[src/dps_pkg.sv]
// Constants, timing figures and state encoding for the dual-port RAM port controller
// ----------------------------------------------------------------------------
// ----------------------------------------------------------------------------
package dps_pkg;

    localparam int ADDR_W = 14;
    localparam int DATA_W = 9;
    localparam int FLAG_IDX_W = 3;
    localparam int SYNC_STAGES = 2;

    localparam int CLK_PERIOD_NS = 40;
    localparam int ACCESS_NS = 12;
    localparam int ACCESS_RAW = (ACCESS_NS + CLK_PERIOD_NS - 1) / CLK_PERIOD_NS;
    localparam int ACCESS_CYC = (ACCESS_RAW < 1) ? 1 : ACCESS_RAW;
    // Read data and busy both travel through the input synchroniser
    localparam int HOLD_CYC = ACCESS_CYC + SYNC_STAGES;

    localparam int CNT_W = 4;
    localparam int RETRY_W = 4;
    localparam logic [RETRY_W-1:0] MAX_RETRY_DEF = 4'h8;

    localparam logic [ADDR_W-1:0] ADDR_ZERO = 14'h0000;
    localparam logic [DATA_W-1:0] DATA_ZERO = 9'h000;
    localparam logic [CNT_W-1:0] CNT_ZERO = 4'h0;
    localparam logic [CNT_W-1:0] CNT_ONE = 4'h1;
    localparam logic [CNT_W-1:0] HOLD_LAST = CNT_W'(HOLD_CYC - 1);
    localparam logic [RETRY_W-1:0] RETRY_ZERO = 4'h0;
    localparam logic [RETRY_W-1:0] RETRY_ONE = 4'h1;

    typedef enum logic [3:0] {
        DPS_IDLE = 4'h1,
        DPS_SETUP = 4'h2,
        DPS_ACTIVE = 4'h4,
        DPS_RELEASE = 4'h8
    } dps_state_e;

endpackage

[src/dps_sync_if.sv]
// Bundle of raw pin levels and their synchronised copies
`timescale 1ns/1ps
interface dps_sync_if #(parameter int W = 11);
    logic [W-1:0] raw;
    logic [W-1:0] synced;
    modport src (output raw, input synced);
    modport sink (input raw, output synced);
endinterface

[src/dps_host_ctrl.sv]
// Host-side controller driving one port of the dual-port RAM with flags
`timescale 1ns/1ps
module dps_host_ctrl
    import dps_pkg::*;
#(
    parameter logic [RETRY_W-1:0] MAX_RETRY = MAX_RETRY_DEF
) (
    input wire logic SYS_CLK,
    input wire logic SRST,
    input wire logic REQ_VALID,
    output logic REQ_READY,
    input wire logic REQ_WRITE,
    input wire logic REQ_FLAG,
    input wire logic [ADDR_W-1:0] REQ_ADDR,
    input wire logic [DATA_W-1:0] REQ_WDATA,
    output logic RSP_VALID,
    output logic [DATA_W-1:0] RSP_RDATA,
    output logic RSP_BUSY_FAIL,
    output logic CHIP_EN_N,
    output logic READ_WRITE_N,
    output logic OUT_EN_N,
    output logic FLAG_SPACE_SELECT_N,
    output logic [ADDR_W-1:0] LEFT_WORD_INDEX,
    input wire logic [DATA_W-1:0] LEFT_DATA_LINES_IN,
    output logic [DATA_W-1:0] LEFT_DATA_LINES_OUT,
    output logic LEFT_DATA_LINES_OE_N,
    input wire logic BUSY_N_IN,
    input wire logic INT_N_IN,
    output logic INT_SEEN
);
    localparam int SW = DATA_W + 2;
    localparam logic [SW-1:0] SYNC_IDLE = {1'b1, 1'b1, DATA_ZERO};

    // ------------------------------------------------------------------------
    // Pin input synchronisation
    // ------------------------------------------------------------------------
    dps_sync_if #(.W(SW)) pin_sync ();
    assign pin_sync.raw = {INT_N_IN, BUSY_N_IN, LEFT_DATA_LINES_IN};

    dps_sync #(.W(SW), .RESET_VAL(SYNC_IDLE)) u_sync (
        .clk(SYS_CLK),
        .srst(SRST),
        .bus(pin_sync.sink)
    );

    logic [DATA_W-1:0] data_s;
    logic busy_s;
    logic int_s;
    assign data_s = pin_sync.synced[DATA_W-1:0];
    assign busy_s = ~pin_sync.synced[DATA_W];
    assign int_s = ~pin_sync.synced[DATA_W+1];

    // ------------------------------------------------------------------------
    // Sequencer state
    // ------------------------------------------------------------------------
    dps_state_e state_reg;
    dps_state_e state_next;
    logic [CNT_W-1:0] cnt_reg;
    logic [CNT_W-1:0] cnt_next;
    logic [RETRY_W-1:0] retry_reg;
    logic [RETRY_W-1:0] retry_next;
    logic wr_reg;
    logic wr_next;
    logic flag_reg;
    logic flag_next;
    logic [ADDR_W-1:0] addr_reg;
    logic [ADDR_W-1:0] addr_next;
    logic [DATA_W-1:0] wdata_reg;
    logic [DATA_W-1:0] wdata_next;
    logic busy_hit_reg;
    logic busy_hit_next;

    // Registered pin drive
    logic ce_n_reg;
    logic ce_n_next;
    logic rw_n_reg;
    logic rw_n_next;
    logic oe_n_reg;
    logic oe_n_next;
    logic sem_n_reg;
    logic sem_n_next;
    logic dq_oe_n_reg;
    logic dq_oe_n_next;

    // Response
    logic rsp_valid_reg;
    logic rsp_valid_next;
    logic [DATA_W-1:0] rdata_reg;
    logic [DATA_W-1:0] rdata_next;
    logic fail_reg;
    logic fail_next;
    logic int_reg;
    logic int_next;

    logic take;
    logic hold_done;
    assign take = REQ_VALID && (state_reg == DPS_IDLE);
    assign hold_done = (cnt_reg == HOLD_LAST);

    always_comb begin
        state_next = state_reg;
        cnt_next = cnt_reg;
        retry_next = retry_reg;
        wr_next = wr_reg;
        flag_next = flag_reg;
        addr_next = addr_reg;
        wdata_next = wdata_reg;
        busy_hit_next = busy_hit_reg;
        rsp_valid_next = 1'b0;
        rdata_next = rdata_reg;
        fail_next = fail_reg;
        int_next = int_s;
        unique case (state_reg)
            DPS_IDLE: begin
                if (take) begin
                    wr_next = REQ_WRITE;
                    flag_next = REQ_FLAG;
                    // Flags decode only the low index bits
                    addr_next = REQ_FLAG ?
                        {ADDR_ZERO[ADDR_W-1:FLAG_IDX_W], REQ_ADDR[FLAG_IDX_W-1:0]} :
                        REQ_ADDR;
                    wdata_next = REQ_WDATA;
                    retry_next = RETRY_ZERO;
                    state_next = DPS_SETUP;
                end
            end
            DPS_SETUP: begin
                cnt_next = CNT_ZERO;
                busy_hit_next = 1'b0;
                state_next = DPS_ACTIVE;
            end
            DPS_ACTIVE: begin
                cnt_next = cnt_reg + CNT_ONE;
                // Busy means the far port won the same word
                if (busy_s && !flag_reg) begin
                    busy_hit_next = 1'b1;
                end
                if (hold_done) begin
                    state_next = DPS_RELEASE;
                    if ((busy_hit_next) && (retry_reg != MAX_RETRY)) begin
                        retry_next = retry_reg + RETRY_ONE;
                    end else begin
                        rsp_valid_next = 1'b1;
                        fail_next = busy_hit_next;
                        // Flag reads return the state on all lines
                        rdata_next = wr_reg ? rdata_reg : data_s;
                    end
                end
            end
            DPS_RELEASE: begin
                // Loser of arbitration goes round again
                if (busy_hit_reg && (retry_reg != RETRY_ZERO) && !rsp_valid_reg) begin
                    state_next = DPS_SETUP;
                end else begin
                    state_next = DPS_IDLE;
                end
            end
        endcase
    end

    // Pin levels follow the next state so they change on the same edge
    always_comb begin
        ce_n_next = 1'b1;
        sem_n_next = 1'b1;
        rw_n_next = 1'b1;
        oe_n_next = 1'b1;
        dq_oe_n_next = 1'b1;
        unique case (state_next)
            DPS_IDLE: begin
                // Both selects high parks the memory port in standby
                ce_n_next = 1'b1;
            end
            DPS_SETUP: begin
                ce_n_next = flag_next;
                sem_n_next = ~flag_next;
            end
            DPS_ACTIVE: begin
                ce_n_next = flag_next;
                sem_n_next = ~flag_next;
                rw_n_next = ~wr_next;
                oe_n_next = wr_next;
                dq_oe_n_next = ~wr_next;
            end
            DPS_RELEASE: begin
                // Data held one cycle past the write strobe
                dq_oe_n_next = ~wr_reg;
            end
        endcase
    end

    always_ff @(posedge SYS_CLK) begin
        if (SRST) begin
            state_reg <= DPS_IDLE;
            cnt_reg <= CNT_ZERO;
            retry_reg <= RETRY_ZERO;
            wr_reg <= 1'b0;
            flag_reg <= 1'b0;
            addr_reg <= ADDR_ZERO;
            wdata_reg <= DATA_ZERO;
            busy_hit_reg <= 1'b0;
            ce_n_reg <= 1'b1;
            rw_n_reg <= 1'b1;
            oe_n_reg <= 1'b1;
            sem_n_reg <= 1'b1;
            dq_oe_n_reg <= 1'b1;
            rsp_valid_reg <= 1'b0;
            rdata_reg <= DATA_ZERO;
            fail_reg <= 1'b0;
            int_reg <= 1'b0;
        end else begin
            state_reg <= state_next;
            cnt_reg <= cnt_next;
            retry_reg <= retry_next;
            wr_reg <= wr_next;
            flag_reg <= flag_next;
            addr_reg <= addr_next;
            wdata_reg <= wdata_next;
            busy_hit_reg <= busy_hit_next;
            ce_n_reg <= ce_n_next;
            rw_n_reg <= rw_n_next;
            oe_n_reg <= oe_n_next;
            sem_n_reg <= sem_n_next;
            dq_oe_n_reg <= dq_oe_n_next;
            rsp_valid_reg <= rsp_valid_next;
            rdata_reg <= rdata_next;
            fail_reg <= fail_next;
            int_reg <= int_next;
        end
    end

    // ------------------------------------------------------------------------
    // Outputs
    // ------------------------------------------------------------------------
    assign REQ_READY = (state_reg == DPS_IDLE);
    assign RSP_VALID = rsp_valid_reg;
    assign RSP_RDATA = rdata_reg;
    assign RSP_BUSY_FAIL = fail_reg;
    assign CHIP_EN_N = ce_n_reg;
    assign READ_WRITE_N = rw_n_reg;
    assign OUT_EN_N = oe_n_reg;
    assign FLAG_SPACE_SELECT_N = sem_n_reg;
    assign LEFT_WORD_INDEX = addr_reg;
    assign LEFT_DATA_LINES_OUT = wdata_reg;
    assign LEFT_DATA_LINES_OE_N = dq_oe_n_reg;
    assign INT_SEEN = int_reg;
endmodule // dps_host_ctrl

[src/dps_sync.sv]
// Two-flop synchroniser for pin inputs
`timescale 1ns/1ps
module dps_sync
    import dps_pkg::*;
#(
    parameter int W = 11,
    parameter logic [W-1:0] RESET_VAL = '0
) (
    input wire logic clk,
    input wire logic srst,
    dps_sync_if.sink bus
);
    logic [W-1:0] meta_reg;
    logic [W-1:0] meta_next;
    logic [W-1:0] hold_reg;
    logic [W-1:0] hold_next;

    always_comb begin
        meta_next = bus.raw;
        hold_next = meta_reg;
    end

    always_ff @(posedge clk) begin
        if (srst) begin
            meta_reg <= RESET_VAL;
            hold_reg <= RESET_VAL;
        end else begin
            meta_reg <= meta_next;
            hold_reg <= hold_next;
        end
    end

    assign bus.synced = hold_reg;
endmodule // dps_sync

[config.mk]
export PLATFORM = sky130hd
export DESIGN_NAME = dps_host_ctrl
export DESIGN_NICKNAME = d
export VERILOG_FILES = /design/src/dps_pkg.sv /design/src/dps_sync_if.sv /design/src/dps_host_ctrl.sv /design/src/dps_sync.sv
export SDC_FILE = /design/constraint.sdc
export NUM_CORES = 1
export LEC_CHECK = 0
export BUFFER_PORTS_ARGS = -buffer_cell sky130_fd_sc_hd__buf_2
export CAP_MARGIN = 10
export CORE_UTILIZATION = 29
export DETAILED_ROUTE_END_ITERATION = 16
export GPL_ROUTABILITY_DRIVEN = 0
export PLACE_DENSITY = 0.56
export SLEW_MARGIN = 20
export SYNTH_ARGS = -nofsm -noshare
export SYNTH_HDL_FRONTEND = slang
export SYNTH_SLANG_ARGS = --single-unit
[constraint.sdc]
create_clock -name SYS_CLK -period 2.14 [get_ports SYS_CLK]
set_clock_uncertainty 0.15 [all_clocks]
set_input_delay 0.107 -clock SYS_CLK [delete_from_list [all_inputs] [get_ports SYS_CLK]]
set_output_delay 0.107 -clock SYS_CLK [all_outputs]
set_load 0.02 [all_outputs]
==> flow_summary.toml <==
[timing]
drv_slew = 0
hold_ws_ps = 68.4
fin_crit_ps = 1910
worst_pin_slew_ps = 419
fmax_ghz = 0.523
hold_violations = 0
rsz0062_at_grt = "no"
timing.final.crit_share = 0.894
setup_viol = 0
slew_headroom = 0.720

[critical_path]
endpoint_kind = "flop"
cpPeakStageDelay_ps = 390
crit_family = "simple AND/OR/NAND/NOR gates"
cp.required_ps = 2280
startpoint_type = "flop"
cp_slowest_cell = "mux2_2"
cp_num_buf_inv = 1
reg2reg_to = "READ_WRITE_N"
cp.arrival_ps = 2060
critPathMaxFanout = 4
startpoint = "retry_reg[0]"
reg2reg_depth = 7
rrSetupSlack_ps = 230
r2r_start = "retry_reg[0]"
cp-endpoint = "READ_WRITE_N"
path_class = "reg -> reg"
cp_cell_sequence = "inv_1 -> ha_1 -> nor3b_1 -> o211ai_1 -> mux2_2 -> and3_1 -> nand2b_1"
worstSetupPathDepth = 7

[cells_and_area]
nets = 481
final_common_cell = "buf_2"
final_cell_mix = "buf_2, dfxtp_1, nand2_1, dlygate4sd3_1, a21oi_1"
fill_cells = 977
area_growth_pct = 39.1
largest_reg_flops = 14
drive_gt1_frac = 0.269
antennaDiodeCount = 0
final_util = 0.417

[floorplan]
die_area_sq_um = 10500
die_height_um = 103
core_sq_um = 9770
start_util = 0.300
rows = 36
die_x_um = 103
io_pins = 80

[global_routing]
antenna_found_initial = 0
grt_pass1_wl_mm = 10.5
gr-total-overflow = 0
grt_usage = 0.133
first_global_vias = 2218
grt_start_max_net_pins = 72

[drt]
first_iter_violations = 81
wirelength_mm = 6.83
routedWlPerCell_um = 11.9
drtAntennaViolNets = 0
first_pass_iters = 4
viasPerCell = 4.39
route.detailed.drc = 0
vias = 2527

[place]
io_buffer_count = 79
dp_hpwl_mm = 4.20

[synthesis]
synth_top_area_cell = "dfxtp_1"
syn_area_sq_um = 2930
avgSynthCellArea_sq_um = 9.11
synth_ff_type = "dfxtp_1"
yosysSeqAreaShare = 0.525
synthDistinctLibCells = 44
synth_seq_cells = 77
async_reset_ff_frac = 0
synth_nets = 365
yosysWarnings = 0
syn-instance-count = 322
synth-edff-count = 0
synth.top_cell.area_share = 0.525
synthTopCellsByArea = "dfxtp_1, nand2_1, a21oi_1, nor2b_1, mux2i_1"

[clock_network]
clock_path_buffers = 2
cts.sinks = 77
htreeDepth = 3
cts_tree = "built"
cts-root-buf = "clkbuf_8"
clkTransAtPathRegs_ps = 80
cts_buffers = 9
cts_setup_buffers = 0
insertion_delay_ps = 350

[power]
finalPower_mw = 3.08
total_leakage_power_nw = 1.77
vdd_drop_max_mv = 0.340
powerDensity_nw_per_um2 = 755

[worst_hold_path]
min_from = "REQ_FLAG"
min_path_type = "in -> reg"

[run]
cap_violations = 0

[status]
status = "finished, final reports clean"
[metal layers]
metal	global-route usage	routed length, um
met5	0	0
met2	0.215	3070
met4	0.0659	117
met3	0.0339	371
met1	0.163	3270
[how the worst min path moves through the flow]
stage | endpoint | slack [ps] | cells past startpoint
detailed placement | u_sync.hold_next[9] | 140 | 2
global placement | u_sync.hold_next[10] | 140 | 2
CTS | CHIP_EN_N | 50 | 3
floorplan | u_sync.hold_next[10] | 60 | 1
finish | CHIP_EN_N | 70 | 3
global route | CHIP_EN_N | 80 | 3
[cell families after synthesis]
group	share of synthesized area
simple gates	0.238
flops	0.525
compound gates	0.116
buf+inv	0.0452
mux	0.0525
fa+ha+maj	0.0171
xor+xnor	0.00597
[where the power goes]
part	switching (mW)	internal (mW)	leakage [nW]
logic	0.232	0.192	1.04
registers	0.0275	1.49	0.629
clock network	0.580	0.557	0.106
total	0.839	2.24	1.77
[Yosys cell counts (2+ instances only)]
master and number:
o21ai_0 9, nor2_1 27, nand4_1 2, nor3b_1 2, nor2b_1 20, a31oi_1 2
ha_1 4, nand3_1 6, nor3_1 6, o22a_1 2, mux2i_1 12, inv_1 7
or2_2 4, nand3b_1 13, dfxtp_1 77, a21oi_1 32, buf_6 2, nand2_1 47
clkbuf_1 15, a211oi_1 3, buf_2 4, a22oi_1 3, nand2b_1 2
[timing repair]
item                       CTS  global route
hold buffers                36             0
gates resized for setup      1             1
setup endpoints to repair    3             9
hold endpoints to repair    39             0
[worst reg2reg max path, cell delays in order (launching register included)]
cell	delay [ps]
dfxtp_1	350
inv_1	80
ha_1	210
nor3b_1	160
o211ai_1	280
mux2_2	390
and3_1	180
nand2b_1	60
[metrics by stage]
stage / instances / setup slack (ps) / area, sq um / setup TNS, ps
6_report: 576 / 227 / 4080 / 0
5_1_grt: 576 / 58.6 / 4080 / 0
4_1_cts: 576 / 140 / 4080 / 0
3_5_place_dp: 524 / -18.4 / 3500 / -18.4
3_3_place_gp: 524 / 62.8 / 3500 / 0
2_1_floorplan: 322 / 231 / 2930 / 0
[final cells by class]
cell class,instances,area (sq um),area share
clock buffers,9,124,0.0304
clock inverters,7,81.3,0.0199
inverters,7,26.3,0.00644
multi-input cells,216,1270,0.311
flip-flops and latches,77,1540,0.378
well taps,133,166,0.0408
repair buffers,127,871,0.213
Power figures use the tool's default switching activity.
